## src/verilog/overflow_guard_pkg.sv

```systemverilog
`default_nettype none
package overflow_guard_pkg;

  // Register reset values and counter maximum
  localparam logic [7:0]  CTRL_INIT        = 8'h18;
  localparam logic [7:0]  RST_CTRL_INIT    = 8'h1F;
  localparam logic [7:0]  COUNTER_RESET    = 8'h00;
  localparam logic [7:0]  COUNTER_MAX      = 8'hFF;

  // Write keys carried in the upper byte of a word write
  localparam logic [7:0]  KEY_COUNTER      = 8'h5A;
  localparam logic [7:0]  KEY_CONTROL      = 8'hA5;
  localparam logic [7:0]  KEY_RST_FLAG     = 8'hA5;
  localparam logic [7:0]  KEY_RST_BITS     = 8'h5A;
  localparam logic [7:0]  RST_FLAG_CLEAR   = 8'h00;

  // Field positions
  localparam int          OVF_BIT          = 7;
  localparam int          MODE_BIT         = 6;
  localparam int          ENABLE_BIT       = 5;
  localparam int          CKS_MSB          = 2;
  localparam int          CKS_LSB          = 0;
  localparam int          WD_FLAG_BIT      = 7;
  localparam int          RST_EN_BIT       = 6;
  localparam int          RST_TYPE_BIT     = 5;

  // Pulse lengths in system clock cycles
  localparam logic [7:0]  OVF_PULSE_CYCLES = 8'h80;
  localparam logic [9:0]  RESET_CYCLES     = 10'h200;

  // Prescaler: divide-by 2,64,128,256,512,1024,4096,8192
  localparam int          PRESCALE_WIDTH   = 13;
  localparam logic [3:0]  DIV_SHIFT [8]    = '{4'h1, 4'h6, 4'h7, 4'h8,
                                               4'h9, 4'hA, 4'hC, 4'hD};

  typedef enum logic [1:0] {
    ST_RUN     = 2'b00,
    ST_STANDBY = 2'b01,
    ST_WAKE    = 2'b11
  } standby_state_t;

endpackage
`default_nettype wire

```

## src/verilog/prescale_if.sv

```systemverilog
`timescale 1ns/1ps
`default_nettype none
interface prescale_if;
  logic [2:0] sel;
  logic       run;
  logic       tick;
  modport ctrl (output sel, output run, input tick);
  modport div  (input sel, input run, output tick);
endinterface
`default_nettype wire

```

## src/verilog/overflow_guard_prescaler.sv

```systemverilog
`timescale 1ns/1ps
`default_nettype none
module overflow_guard_prescaler (
  input  wire logic   ref_clk_i,
  input  wire logic   reset_i,
  prescale_if.div     ps
);

  localparam int PRESCALE_WIDTH = overflow_guard_pkg::PRESCALE_WIDTH;

  logic [overflow_guard_pkg::PRESCALE_WIDTH-1:0] count;
  logic [overflow_guard_pkg::PRESCALE_WIDTH-1:0] next_count;
  logic [overflow_guard_pkg::PRESCALE_WIDTH-1:0] mask;

  // Restarts from zero when halted so the first period is always full
  always_comb begin
    mask       = PRESCALE_WIDTH'((1 << overflow_guard_pkg::DIV_SHIFT[ps.sel]) - 1);
    next_count = ps.run ? count + 1'b1 : '0;
    ps.tick    = ps.run && ((count & mask) == mask);
  end

  always_ff @(posedge ref_clk_i or posedge reset_i) begin
    if (reset_i) begin
      count <= '0;
    end else begin
      count <= next_count;
    end
  end

endmodule
`default_nettype wire

```

## src/verilog/overflow_guard_timer.sv

```systemverilog
// Summary of operation
// - Watchdog overflow drives overflow_out_n low 128 cycles
// - Reset enabled: internal reset 512 cycles, same start
// - Reset type bit picks power-on or manual
// - External reset wins, clears watchdog flag
// - Port registers cleared only by external reset
// - Interval mode: interrupt on every overflow except the wrap that ends wake-up
// - Interval flag set with interrupt request
// - Watchdog flag set with overflow output
// - Standby refused while counting enabled
// - NMI wakes; counter wrap ends standby
// - Counter write beats simultaneous increment
// - No chip reset: counter and control reset
// - Clock select picks one of eight dividers
// - Keyed word write to counter or control
// - Disabled counter held at zero outside standby and wake-up
// - Keyed reset control writes: clear flag, bits
`timescale 1ns/1ps
`default_nettype none
module overflow_guard_timer (
  input  wire logic        ref_clk_i,
  input  wire logic        reset_i,
  input  wire logic        external_reset_pin_n_i,
  input  wire logic        wr_strobe_i,
  input  wire logic        wr_rst_ctrl_sel_i,
  input  wire logic [15:0] wr_data_i,
  input  wire logic        rd_ctrl_i,
  input  wire logic        standby_req_i,
  input  wire logic        nmi_i,
  output logic      [7:0]  timer_ctrl_status_o,
  output logic      [7:0]  up_counter_o,
  output logic      [7:0]  reset_ctrl_status_o,
  output logic             overflow_out_n_o,
  output logic             chip_reset_o,
  output logic             chip_reset_manual_o,
  output logic             interval_interrupt_o,
  output logic             standby_allow_o,
  output logic             clock_stop_o,
  output logic             port_regs_reset_o
);

  prescale_if ps ();

  overflow_guard_prescaler u_prescaler (
    .ref_clk_i (ref_clk_i),
    .reset_i   (reset_i),
    .ps        (ps.div)
  );

  // Pin synchroniser; only the second stage is used
  logic ext_pin_meta;
  logic ext_pin_sync;
  logic ext_reset;

  always_ff @(posedge ref_clk_i or posedge reset_i) begin
    if (reset_i) begin
      ext_pin_meta <= 1'b1;
      ext_pin_sync <= 1'b1;
    end else begin
      ext_pin_meta <= external_reset_pin_n_i;
      ext_pin_sync <= ext_pin_meta;
    end
  end

  assign ext_reset = !ext_pin_sync;

  // Register state
  logic       interval_overflow_flag;
  logic       mode_select_bit;
  logic       count_enable_bit;
  logic [2:0] clock_select;
  logic [7:0] up_counter;
  logic       watchdog_overflow_flag;
  logic       reset_enable_bit;
  logic       reset_type_bit;
  logic       ovf_read_armed;

  logic       next_interval_overflow_flag;
  logic       next_mode_select_bit;
  logic       next_count_enable_bit;
  logic [2:0] next_clock_select;
  logic [7:0] next_up_counter;
  logic       next_watchdog_overflow_flag;
  logic       next_reset_enable_bit;
  logic       next_reset_type_bit;
  logic       next_ovf_read_armed;

  // Pulse and standby state
  overflow_guard_pkg::standby_state_t state;
  overflow_guard_pkg::standby_state_t next_state;
  logic [7:0] ovf_pulse_count;
  logic [7:0] next_ovf_pulse_count;
  logic [9:0] reset_count;
  logic [9:0] next_reset_count;
  logic       reset_manual;
  logic       next_reset_manual;

  // Decoded write requests and count events
  logic       wr_counter;
  logic       wr_control;
  logic       wr_rst_flag;
  logic       wr_rst_bits;
  logic       counting;
  logic       increment;
  logic       wrap;
  logic       wd_overflow;
  logic       it_overflow;
  logic       wake_done;

  always_comb begin
    wr_counter  = wr_strobe_i && !wr_rst_ctrl_sel_i
                  && wr_data_i[15:8] == overflow_guard_pkg::KEY_COUNTER;
    wr_control  = wr_strobe_i && !wr_rst_ctrl_sel_i
                  && wr_data_i[15:8] == overflow_guard_pkg::KEY_CONTROL;
    wr_rst_flag = wr_strobe_i && wr_rst_ctrl_sel_i
                  && wr_data_i[15:8] == overflow_guard_pkg::KEY_RST_FLAG
                  && wr_data_i[7:0] == overflow_guard_pkg::RST_FLAG_CLEAR;
    wr_rst_bits = wr_strobe_i && wr_rst_ctrl_sel_i
                  && wr_data_i[15:8] == overflow_guard_pkg::KEY_RST_BITS;
    // During wake-up the counter runs although the enable bit is clear
    counting    = (state == overflow_guard_pkg::ST_RUN && count_enable_bit)
                  || state == overflow_guard_pkg::ST_WAKE;
    increment   = counting && ps.tick && !wr_counter;
    wrap        = increment && up_counter == overflow_guard_pkg::COUNTER_MAX;
    wd_overflow = wrap && state == overflow_guard_pkg::ST_RUN && mode_select_bit;
    it_overflow = wrap && state == overflow_guard_pkg::ST_RUN && !mode_select_bit;
    wake_done   = wrap && state == overflow_guard_pkg::ST_WAKE;
  end

  // Clock select is held through standby, so waking counts at the old rate
  assign ps.sel = clock_select;
  assign ps.run = counting;

  // Register next values
  always_comb begin
    next_interval_overflow_flag = interval_overflow_flag;
    next_mode_select_bit        = mode_select_bit;
    next_count_enable_bit       = count_enable_bit;
    next_clock_select           = clock_select;
    next_up_counter             = up_counter;
    next_watchdog_overflow_flag = watchdog_overflow_flag;
    next_reset_enable_bit       = reset_enable_bit;
    next_reset_type_bit         = reset_type_bit;
    next_ovf_read_armed         = ovf_read_armed;

    if (rd_ctrl_i && interval_overflow_flag) begin
      next_ovf_read_armed = 1'b1;
    end

    if (wr_control) begin
      next_mode_select_bit  = wr_data_i[overflow_guard_pkg::MODE_BIT];
      next_count_enable_bit = wr_data_i[overflow_guard_pkg::ENABLE_BIT];
      next_clock_select     = wr_data_i[overflow_guard_pkg::CKS_MSB:overflow_guard_pkg::CKS_LSB];
      // Flag only clears after it was read as one
      if (!wr_data_i[overflow_guard_pkg::OVF_BIT] && ovf_read_armed) begin
        next_interval_overflow_flag = 1'b0;
        next_ovf_read_armed         = 1'b0;
      end
    end

    if (wr_counter) begin
      next_up_counter = wr_data_i[7:0];
    end else if (increment) begin
      next_up_counter = up_counter + 8'h01;
    end

    if (!count_enable_bit && state == overflow_guard_pkg::ST_RUN) begin
      next_up_counter = overflow_guard_pkg::COUNTER_RESET;
    end

    if (wr_rst_flag) begin
      next_watchdog_overflow_flag = 1'b0;
    end
    if (wr_rst_bits) begin
      next_reset_enable_bit = wr_data_i[overflow_guard_pkg::RST_EN_BIT];
      next_reset_type_bit   = wr_data_i[overflow_guard_pkg::RST_TYPE_BIT];
    end

    // Set beats a clear in the same cycle
    if (it_overflow) begin
      next_interval_overflow_flag = 1'b1;
    end
    if (wd_overflow) begin
      next_watchdog_overflow_flag = 1'b1;
      // Counter and control return to reset; reset control is kept
      next_up_counter             = overflow_guard_pkg::COUNTER_RESET;
      next_interval_overflow_flag = overflow_guard_pkg::CTRL_INIT[overflow_guard_pkg::OVF_BIT];
      next_mode_select_bit        = overflow_guard_pkg::CTRL_INIT[overflow_guard_pkg::MODE_BIT];
      next_count_enable_bit       = overflow_guard_pkg::CTRL_INIT[overflow_guard_pkg::ENABLE_BIT];
      next_clock_select           = overflow_guard_pkg::CTRL_INIT[2:0];
      next_ovf_read_armed         = 1'b0;
    end

    if (standby_req_i && state == overflow_guard_pkg::ST_RUN && !count_enable_bit) begin
      // Upper control bits and reset control clear; clock select kept, counter held at zero
      next_interval_overflow_flag = 1'b0;
      next_mode_select_bit        = 1'b0;
      next_watchdog_overflow_flag = 1'b0;
      next_reset_enable_bit       = 1'b0;
      next_reset_type_bit         = 1'b0;
      next_ovf_read_armed         = 1'b0;
    end

    if (ext_reset) begin
      next_interval_overflow_flag = 1'b0;
      next_mode_select_bit        = 1'b0;
      next_count_enable_bit       = 1'b0;
      next_clock_select           = overflow_guard_pkg::CTRL_INIT[2:0];
      next_up_counter             = overflow_guard_pkg::COUNTER_RESET;
      next_watchdog_overflow_flag = 1'b0;
      next_reset_enable_bit       = 1'b0;
      next_reset_type_bit         = 1'b0;
      next_ovf_read_armed         = 1'b0;
    end
  end

  always_ff @(posedge ref_clk_i or posedge reset_i) begin
    if (reset_i) begin
      interval_overflow_flag <= 1'b0;
      mode_select_bit        <= 1'b0;
      count_enable_bit       <= 1'b0;
      clock_select           <= overflow_guard_pkg::CTRL_INIT[2:0];
      up_counter             <= overflow_guard_pkg::COUNTER_RESET;
      watchdog_overflow_flag <= 1'b0;
      reset_enable_bit       <= 1'b0;
      reset_type_bit         <= 1'b0;
      ovf_read_armed         <= 1'b0;
    end else begin
      interval_overflow_flag <= next_interval_overflow_flag;
      mode_select_bit        <= next_mode_select_bit;
      count_enable_bit       <= next_count_enable_bit;
      clock_select           <= next_clock_select;
      up_counter             <= next_up_counter;
      watchdog_overflow_flag <= next_watchdog_overflow_flag;
      reset_enable_bit       <= next_reset_enable_bit;
      reset_type_bit         <= next_reset_type_bit;
      ovf_read_armed         <= next_ovf_read_armed;
    end
  end

  // Overflow pin and internal reset pulses, plus standby sequencing
  always_comb begin
    next_ovf_pulse_count = ovf_pulse_count;
    next_reset_count     = reset_count;
    next_reset_manual    = reset_manual;
    next_state           = state;

    if (ovf_pulse_count != 8'h00) begin
      next_ovf_pulse_count = ovf_pulse_count - 8'h01;
    end
    if (reset_count != 10'h000) begin
      next_reset_count = reset_count - 10'h001;
    end

    if (wd_overflow) begin
      next_ovf_pulse_count = overflow_guard_pkg::OVF_PULSE_CYCLES;
      if (reset_enable_bit) begin
        next_reset_count  = overflow_guard_pkg::RESET_CYCLES;
        next_reset_manual = reset_type_bit;
      end
    end

    case (state)
      overflow_guard_pkg::ST_RUN: begin
        if (standby_req_i && !count_enable_bit) begin
          next_state = overflow_guard_pkg::ST_STANDBY;
        end
      end
      overflow_guard_pkg::ST_STANDBY: begin
        if (nmi_i) begin
          next_state = overflow_guard_pkg::ST_WAKE;
        end
      end
      overflow_guard_pkg::ST_WAKE: begin
        if (wake_done) begin
          next_state = overflow_guard_pkg::ST_RUN;
        end
      end
      default: begin
        next_state = overflow_guard_pkg::ST_RUN;
      end
    endcase

    // External reset takes priority over a coincident watchdog reset
    if (ext_reset) begin
      next_ovf_pulse_count = 8'h00;
      next_reset_count     = 10'h000;
      next_reset_manual    = 1'b0;
      next_state           = overflow_guard_pkg::ST_RUN;
    end
  end

  always_ff @(posedge ref_clk_i or posedge reset_i) begin
    if (reset_i) begin
      ovf_pulse_count <= 8'h00;
      reset_count     <= 10'h000;
      reset_manual    <= 1'b0;
      state           <= overflow_guard_pkg::ST_RUN;
    end else begin
      ovf_pulse_count <= next_ovf_pulse_count;
      reset_count     <= next_reset_count;
      reset_manual    <= next_reset_manual;
      state           <= next_state;
    end
  end

  // Reserved bits read as one
  assign timer_ctrl_status_o = {interval_overflow_flag, mode_select_bit, count_enable_bit,
                                overflow_guard_pkg::CTRL_INIT[4:3], clock_select};
  assign up_counter_o        = up_counter;
  assign reset_ctrl_status_o = {watchdog_overflow_flag, reset_enable_bit, reset_type_bit,
                                overflow_guard_pkg::RST_CTRL_INIT[4:0]};

  assign overflow_out_n_o     = ovf_pulse_count == 8'h00;
  assign chip_reset_o         = reset_count != 10'h000;
  assign chip_reset_manual_o  = reset_manual;
  assign interval_interrupt_o = interval_overflow_flag;
  assign standby_allow_o      = !count_enable_bit && state == overflow_guard_pkg::ST_RUN;
  assign clock_stop_o         = state != overflow_guard_pkg::ST_RUN;
  // Watchdog reset never reaches the port registers
  assign port_regs_reset_o    = ext_reset;

endmodule
`default_nettype wire

```

## config.mk

```make
export PLATFORM = sky130hd
export DESIGN_NAME = overflow_guard_timer
export DESIGN_NICKNAME = d
export VERILOG_FILES = /design/src/verilog/overflow_guard_pkg.sv /design/src/verilog/prescale_if.sv /design/src/verilog/overflow_guard_prescaler.sv /design/src/verilog/overflow_guard_timer.sv
export SDC_FILE = /design/constraint.sdc
export NUM_CORES = 1
export LEC_CHECK = 0
export ABC_AREA = 1
export BUFFER_PORTS_ARGS = -buffer_cell sky130_fd_sc_hd__buf_4
export CAP_MARGIN = 20
export CORE_MARGIN = 5
export CORE_UTILIZATION = 61
export CTS_CLUSTER_DIAMETER = 150
export DETAILED_ROUTE_END_ITERATION = 12
export PLACE_DENSITY = 0.83
export SYNTH_ARGS = -nofsm -noshare
export SYNTH_HDL_FRONTEND = slang
export SYNTH_HIERARCHICAL = 1
export SYNTH_SLANG_ARGS = --single-unit
```

## constraint.sdc

```tcl
create_clock -name ref_clk_i -period 5.2 [get_ports ref_clk_i]
set_input_delay 0.52 -clock ref_clk_i [delete_from_list [all_inputs] [get_ports ref_clk_i]]
set_output_delay 0.52 -clock ref_clk_i [all_outputs]
set_load 0.01 [all_outputs]
```

==> implementation parameters, run 1 <==
Parameter                              Value

Placement
  GP Congestion ... about 0.9
  Area after DPL ... between 0.003 and 0.004 mm^2
  Port bufs ... 47
  Detailed placement HPWL ... about 5800 um

Clock network
  Master cell of the clock root buffer ... sky130_fd_sc_hd__clkbuf_8
  Clock buffers created by TritonCTS ... 5
  Post-CTS setup buffer count ... 0
  Post-cts resize count ... 0
  Insertion delay to the later sink of the worst-skew pair ... 0.30 ns
  CTS tree ... yes
  Depth of the CTS H-tree ... 2
  Number of buffers on the longest clock path ... 2
  Clock transition at the register clock pins on the worst setup and hold paths after CTS ... roughly 0.09 ns
  Hold buffer count at cts ... 0
  CTS sink cnt ... 54

Layout
  Highest-count cells in the layout ignoring fill and taps ... sky130_fd_sc_hd__nand2_1, sky130_fd_sc_hd__nor2_1, sky130_fd_sc_hd__inv_1
  Count of fill cells added during filler insertion ... just under 500
  Layout Nets ... roughly 530
  Ratio of cells with drive above 1 in the final layout ... 17.6%
  Final cell utilization of the core ... a little over two thirds
  Antenna cell count ... 0
  Design area ... around 0.0038 mm^2
  Area growth syn-to-layout ... 13.1%
  Most common library cell in the layout ignoring fill and taps ... sky130_fd_sc_hd__nand2_1

Timing
  Hold Fails Final Rpt ... 0
  Crit share post-route ... about three fifths
  RSZ-0062 raised after global routing ... no
  Post-route minimum period ... around 3 ns
  Worst Skew ... roughly 0.0032 ns
  Count of final max-slew check failures ... 0
  Normalized max-slew margin ... between 60% and 70%
  Setup-failing EPs final ... 0
  Actual transition at the worst max-transition pin ... approximately 0.51 ns
  Highest attainable clock frequency ... approximately 330 MHz
  Sum Neg Setup Slack ... 0 ns

Synthesis
  Biggest area consumer among synthesized cells ... sky130_fd_sc_hd__dfrtp_1
  Share of synthesized area occupied by flip-flops and latches ... roughly 40%
  Number of warnings issued by yosys ... 6
  Largest cells by area after synthesis ... sky130_fd_sc_hd__dfrtp_1, sky130_fd_sc_hd__nand2_1, sky130_fd_sc_hd__nor2_1
  Syn Area/Cell ... between 7 and 8 um^2
  Share of the synthesized area in the top cell type ... 38.6%
  Total of flip-flops plus latches after synthesis ... 54
  Cell count after synthesis ... 451
  Distinct cell type count after synthesis ... 39
  Post-synthesis instance area ... 0.00337 mm^2

Global routing
  Via count of the first global-routing pass ... 2909
  Global-route wire length before repair ... about 13000 um
  Maximum number of pins on one net before global-route repair ... between 40 and 50
  Number of antenna violations at the first check in global routing ... 0
  Total gr overflow ... 0
  Tot GR Track Use ... between 20% and 30%

Drt
  Average detailed-routed wire length per instance ... between 10 and 15 um
  Count of antenna-violating nets left after detailed routing ... 0
  Via count ... between 3000 and 4000
  DRC viols ... 0
  1st-iter DRT viols ... roughly 160
  Post-DR vias/cell ... about 5.3
  Router iterations before antenna repair ... 4
  Total Routed Length ... approximately 7500 um

Pwr
  IR drop worst, VDD ... between 0.00015 and 0.0002 V
  Design Power ... approximately 0.73 mW
  Standby leakage power ... between 1.5 and 2 nW
  Power per unit of standard cell area ... 192 mW/mm^2

Worst setup path
  Maximum fanout count along the critical path ... 11
  Endpoint required time on the critical path ... roughly 5.4 ns
  Endpoint type of the worst setup path ... register
  Critical path type ... register to register
  Critical Path Source Type ... register
  Data arrival time at the worst-slack endpoint ... 3.24 ns

Flow run
  Number of maximum-capacitance constraint violations ... 0

Floorplanning
  Starting Density ... 62.0%
  Die height ... roughly 84 um
  Placeable core region ... 0.00544 mm^2
  Die outline area ... between 0.007 and 0.008 mm^2
  IO Count ... 55
  Die W ... 84.3 um
  Number of placement rows ... 27

Min path
  Classification of the worst-slack hold path ... input pin to async pin

Outcome
  Run status ... finished clean
==> routing by layer <==
layer  up-vias  routed length (um)  GRT usage [%]
met5         -                   0              0
met4         0                 131           7.16
met3        13                 365           4.32
met2        97                3660           37.5
met1      1389                3300           27.8
li1       1516                   -              -
==> logic make-up after synthesis <==
family / after synthesis / synth area share, %
buffers and inverters: 81 / 10.8
other: 1 / 0.111
AND/OR/NAND/NOR: 234 / 31.5
flip-flops: 54 / 40.2
adder cells (fa/ha/maj): 9 / 3.34
XOR/XNOR: 14 / 3.64
multiplexers: 1 / 0.297
AO/OA/AOI/OAI: 57 / 10.1
==> through the flow <==
stage / setup WS (ns) / instances / hold WS [ns]
global placement: 2.35 / 559 / 0.346
global route: 1.85 / 567 / 0.274
finish: 2.14 / 567 / 0.237
floorplan: 2.53 / 457 / 0.345
CTS: 2.12 / 567 / 0.249
detailed placement: 2.13 / 559 / 0.349
==> area by class of cell <==
type	instances	area (um^2)	share of cell area, %
well taps	72	90.1	2.36
flip-flops and latches	54	1350	35.5
clock inverters	2	12.5	0.328
inverters	63	236	6.20
repair buffers	48	360	9.46
multi-input cells	322	1680	44.0
clock buffers	6	82.6	2.17
==> power by group <==
group | switching (mW) | leakage [nW] | internal, mW
clock | 0.136 | 0.0472 | 0.107
sequential | 0.00366 | 0.746 | 0.423
combinational | 0.0387 | 1.06 | 0.0224
total | 0.178 | 1.86 | 0.552
==> worst max-delay path, cell delays in order, from the launching register on <==
cell and delay [ns]:
sky130_fd_sc_hd__dfrtp_1 0.49, sky130_fd_sc_hd__inv_1 0.10, sky130_fd_sc_hd__ha_1 0.39, sky130_fd_sc_hd__nand4_1 0.16, sky130_fd_sc_hd__ha_1 0.32, sky130_fd_sc_hd__nor2_1 0.04
sky130_fd_sc_hd__nor2_1 0.08, sky130_fd_sc_hd__nand2_1 0.06, sky130_fd_sc_hd__nor2_1 0.08, sky130_fd_sc_hd__nand4_1 0.08, sky130_fd_sc_hd__nor2_1 0.13, sky130_fd_sc_hd__inv_1 0.08
sky130_fd_sc_hd__a21oi_4 0.19, sky130_fd_sc_hd__nand2_4 0.11, sky130_fd_sc_hd__nor2_4 0.11, sky130_fd_sc_hd__nand3_2 0.13, sky130_fd_sc_hd__nand2_2 0.30, sky130_fd_sc_hd__nor3_1 0.09
==> synthesized netlist by cell type, drive strengths merged <==
cell type,instances
inv,63
a21boi,1
o211ai,1
xnor2,1
o21ai,21
conb,1
a21o,1
nor4,2
ha,9
dfrtp,52
mux2i,1
xor2,13
nor2,73
o221ai,3
a31oi,2
a21oi,25
buf,16
nand3b,3
o22ai,3
dfstp,2
nor3,16
nand2,99
nand3,29
nor2b,1
clkbuf,2
nand4,11
==> state kept, by name, summed over array words and instances, names as in the netlist, 2 cells and up <==
name / flops
up_counter_o: 8
reset_count: 10
state: 2
clock_select: 3
ovf_pulse_count: 8
u_prescaler/count: 13
==> final timing paths <==
kind                                         from              endpoint  depth (start not counted)  slack [ns]
max in group asynchronous                 reset_i          ext_pin_meta                          3        4.49
min reg2reg                          ext_pin_meta          ext_pin_sync                          0        0.36
min in group ref_clk_i     external_reset_pin_n_i          ext_pin_meta                          1        0.32
max reg2reg                       clock_select[1]    ovf_pulse_count[0]                         17        2.14
min                                       reset_i  u_prescaler/count[2]                          2        0.24
max                               clock_select[1]    ovf_pulse_count[0]                         17        2.14
Note: power is estimated with default switching activity, not from simulation.
==> inputs of run 2 (changes only) <==
--- a/config.mk
+++ b/config.mk
@@ -5,14 +5,14 @@
 export SDC_FILE = /design/constraint.sdc
 export NUM_CORES = 1
 export LEC_CHECK = 0
-export ABC_AREA = 1
+export ABC_AREA = 0
 export BUFFER_PORTS_ARGS = -buffer_cell sky130_fd_sc_hd__buf_4
 export CAP_MARGIN = 20
 export CORE_MARGIN = 5
-export CORE_UTILIZATION = 61
+export CORE_UTILIZATION = 51
 export CTS_CLUSTER_DIAMETER = 150
 export DETAILED_ROUTE_END_ITERATION = 12
-export PLACE_DENSITY = 0.83
+export PLACE_DENSITY = 0.75
 export SYNTH_ARGS = -nofsm -noshare
 export SYNTH_HDL_FRONTEND = slang
 export SYNTH_HIERARCHICAL = 1
==> constraint.sdc (replaced) <==
create_clock -name ref_clk_i -period 2.6 [get_ports ref_clk_i]
set_input_delay 0.26 -clock ref_clk_i [delete_from_list [all_inputs] [get_ports ref_clk_i]]
set_output_delay 0.26 -clock ref_clk_i [all_outputs]
set_load 0.01 [all_outputs]
==> implementation parameters, run 2 <==
Parameter                              Value

Outcome
  Run status ... complete, but fails checks
  Failing checks ... negative setup slack

Layout
  Ratio of cells with drive above 1 in the final layout ... 33.3%
  Register ranked first by flip-flop count ... u_prescaler/count
  Biggest regs ... u_prescaler/count (13), reset_count (10)
  Count of fill cells added during filler insertion ... 461
  Layout Nets ... around 440
  Highest-count cells in the layout ignoring fill and taps ... sky130_fd_sc_hd__buf_4, sky130_fd_sc_hd__dfrtp_1, sky130_fd_sc_hd__nor2_1
  Most common library cell in the layout ignoring fill and taps ... sky130_fd_sc_hd__buf_4
  Antenna cell count ... 0
  Area growth syn-to-layout ... 26.8%
  Flip-flop count of the largest register, all copies and words added ... 13
  Final cell utilization of the core ... 67.0%

Placement
  Detailed placement HPWL ... ~5300 um
  Port bufs ... 47
  GP Congestion ... 0.827

Global routing
  Peak-usage layer in the global routing report ... met2
  Met2 Track Usage GR ... 31.2%
  Met1 track demand over resource ... 28.2%
  Tot GR Track Use ... about a fifth
  Global-route wire length before repair ... ~12000 um
  Maximum number of pins on one net before global-route repair ... 42
  Via count of the first global-routing pass ... between 2000 and 3000
  Met3 Resource Use GR ... about 3.3%
  Number of antenna violations at the first check in global routing ... 0
  Total gr overflow ... 0

Timing
  Hold Fails Final Rpt ... 0
  Setup-failing EPs final ... 37
  Worst Skew ... between 0.006 and 0.007 ns
  Normalized max-slew margin ... between 60% and 70%
  Highest attainable clock frequency ... between 300 and 400 MHz
  Post-route minimum period ... 3.01 ns
  Count of final max-slew check failures ... 0
  Final setup margin ... -0.406 ns
  Crit share post-route ... 116%
  RSZ-0062 raised after global routing ... yes
  Actual transition at the worst max-transition pin ... approximately 0.55 ns

Synthesis
  Syn Area/Cell ... about 9.6 um^2
  Post-synthesis instance area ... 0.00317 mm^2
  Share of synthesized area occupied by flip-flops and latches ... approximately 43%
  Largest cells by area after synthesis ... sky130_fd_sc_hd__dfrtp_1, sky130_fd_sc_hd__nor2_1, sky130_fd_sc_hd__ha_1
  Commonest register cell after synthesis ... sky130_fd_sc_hd__dfrtp_1
  Cell count after synthesis ... roughly 330
  Total of flip-flops plus latches after synthesis ... 54
  Top-count cell post-synth ... sky130_fd_sc_hd__dfrtp_1
  Async set-reset flop share out of synthesis ... 100%
  Cell types with the highest counts after synthesis ... sky130_fd_sc_hd__dfrtp_1, sky130_fd_sc_hd__nor2_1, sky130_fd_sc_hd__nand2_1
  Biggest area consumer among synthesized cells ... sky130_fd_sc_hd__dfrtp_1
  Number of synthesized flops with an enable pin ... 0
  Share of the synthesized area in the top cell type ... around 41%
  Number of warnings issued by yosys ... 6
  Distinct cell type count after synthesis ... 59

Drt
  Total Routed Length ... approximately 7400 um
  Post-DR vias/cell ... 5.50
  Router iterations before antenna repair ... 4
  1st-iter DRT viols ... 159
  Via count ... about 2600
  Count of antenna-violating nets left after detailed routing ... 0
  DRC viols ... 0
  Average detailed-routed wire length per instance ... about 15 um

Clock network
  Number of buffers on the longest clock path ... 2
  Master cell of the clock root buffer ... sky130_fd_sc_hd__clkbuf_8
  Clock buffers created by TritonCTS ... 5
  Insertion delay to the later sink of the worst-skew pair ... approximately 0.3 ns
  CTS tree ... yes
  CTS sink cnt ... 54
  Depth of the CTS H-tree ... 2
  Clock transition at the register clock pins on the worst setup and hold paths after CTS ... 0.10 ns

Worst setup path
  Critical Path Source Type ... register
  Maximum fanout count along the critical path ... 8
  Endpoint type of the worst setup path ... register
  Critical path type ... register to register
  Endpoint required time on the critical path ... 2.77 ns
  Data arrival time at the worst-slack endpoint ... roughly 3.2 ns

Min path
  Classification of the worst-slack hold path ... input pin to register

Floorplanning
  Die height ... about 89 um
  Die outline area ... between 0.007 and 0.008 mm^2
  Placeable core region ... about 0.0060 mm^2
  Number of placement rows ... 28
  Die W ... 88.8 um
  IO Count ... 55
  Starting Density ... 52.9%

Pwr
  IR drop worst, VDD ... ~0.00024 V
  Design Power ... approximately 1.5 mW
  Power per unit of standard cell area ... approximately 380 mW/mm^2
  Standby leakage power ... between 1.5 and 2 nW

Flow run
  Number of maximum-capacitance constraint violations ... 0
[run 2: cell types whose count changed in the layout (fill, tap and decap cells not counted), sizes merged, moves of 8 or more]
cell / before / now
a21oi: 25 / 17
mux2i: 1 / 10
and2: 0 / 9
inv: 63 / 16
nor2: 73 / 44
nor3: 16 / 8
nand3: 29 / 14
buf: 48 / 76
o21ai: 21 / 8
nand2: 99 / 25
xnor2: 1 / 11
a211oi: 0 / 12
[run 2: cells by family (layout without fill, tap and decap cells)]
| kind of cell | count (synthesis) | in the layout | synth area share (%) |
|---|---|---|---|
| adder cells (fa/ha/maj) | 9 | 9 | 3.56 |
| buffers and inverters | 35 | 101 | 6.24 |
| flip-flops | 54 | 54 | 42.7 |
| XOR/XNOR | 21 | 21 | 5.81 |
| other | 1 | 7 | 0.118 |
| AO/OA/AOI/OAI | 54 | 54 | 13.1 |
| AND/OR/NAND/NOR | 146 | 146 | 24.9 |
| multiplexers | 11 | 11 | 3.52 |
[run 2: layout make-up]
class                           instances  area (um^2)  share of cell area [%]
Clock buffer                            7         76.3                    1.90
Clock inverter                          1         30.0                   0.748
Inverter                               16         60.1                    1.50
Multi-Input combinational cell        248         1800                    44.8
Sequential cell                        54         1360                    33.8
Tap cell                               75         93.8                    2.34
Timing Repair Buffer                   77          599                    14.9
[run 2: through the flow]
stage | area [um^2] | hold slack, ns | setup TNS, ns | instances | setup slack, ns
2_1_floorplan | 3230 | 0.137 | -8.91 | 337 | -0.372
3_3_place_gp | 3720 | 0.325 | -8.60 | 464 | -0.324
3_5_place_dp | 3720 | 0.324 | -12.23 | 464 | -0.446
4_1_cts | 3940 | 0.0492 | -9.09 | 477 | -0.354
5_1_grt | 4020 | 0.0428 | -16.45 | 478 | -0.531
6_report | 4020 | 0.0547 | -11.72 | 478 | -0.406
[run 2: path summary, 6_finish.rpt]
path	endpoint	slack, ns	from	depth (start not counted)
worst min-delay path	ext_pin_meta	0.05	external_reset_pin_n_i	1
worst min register to register	ext_pin_sync	0.36	ext_pin_meta	0
worst max register to register	up_counter_o[1]	-0.41	clock_select[0]	10
max in group asynchronous	clock_select[1]	1.55	reset_i	4
min in group asynchronous	u_prescaler/count[4]	0.54	reset_i	3
worst max-delay path	up_counter_o[1]	-0.41	clock_select[0]	10
[run 2: routing by layer]
metal  up-vias  wire (um)
met5         -          0
met4         0        105
met3         8        348
met2        63       3500
met1      1268       3430
li1       1289          -
[run 2: critical path, stage by stage, from the launching register on]
cell and delay, ns:
sky130_fd_sc_hd__dfrtp_2 0.47, sky130_fd_sc_hd__ha_4 0.32, sky130_fd_sc_hd__or3b_1 0.35, sky130_fd_sc_hd__a32oi_1 0.15, sky130_fd_sc_hd__a21oi_1 0.12, sky130_fd_sc_hd__nor4_4 0.31, sky130_fd_sc_hd__nand4_1 0.18, sky130_fd_sc_hd__a211oi_4 0.36
sky130_fd_sc_hd__a41o_1 0.32, sky130_fd_sc_hd__or2_4 0.25, sky130_fd_sc_hd__a211oi_2 0.05
[run 2: what timing repair did]
action	CTS	global route
hold buffers	1	0
setup buffers	3	3
cloned	1	1
resized for setup	18	22
setup endpoints to repair	36	37
endpoints found under the hold margin	13	0
pin swaps	6	14
[run 2: power breakdown]
group / total (mW) / switching [mW] / leakage, nW / internal [mW]
registers: 0.848 / 0.00339 / 0.742 / 0.845
clock network: 0.555 / 0.266 / 0.0524 / 0.289
logic: 0.127 / 0.0744 / 1.05 / 0.0523
total: 1.53 / 0.344 / 1.84 / 1.19
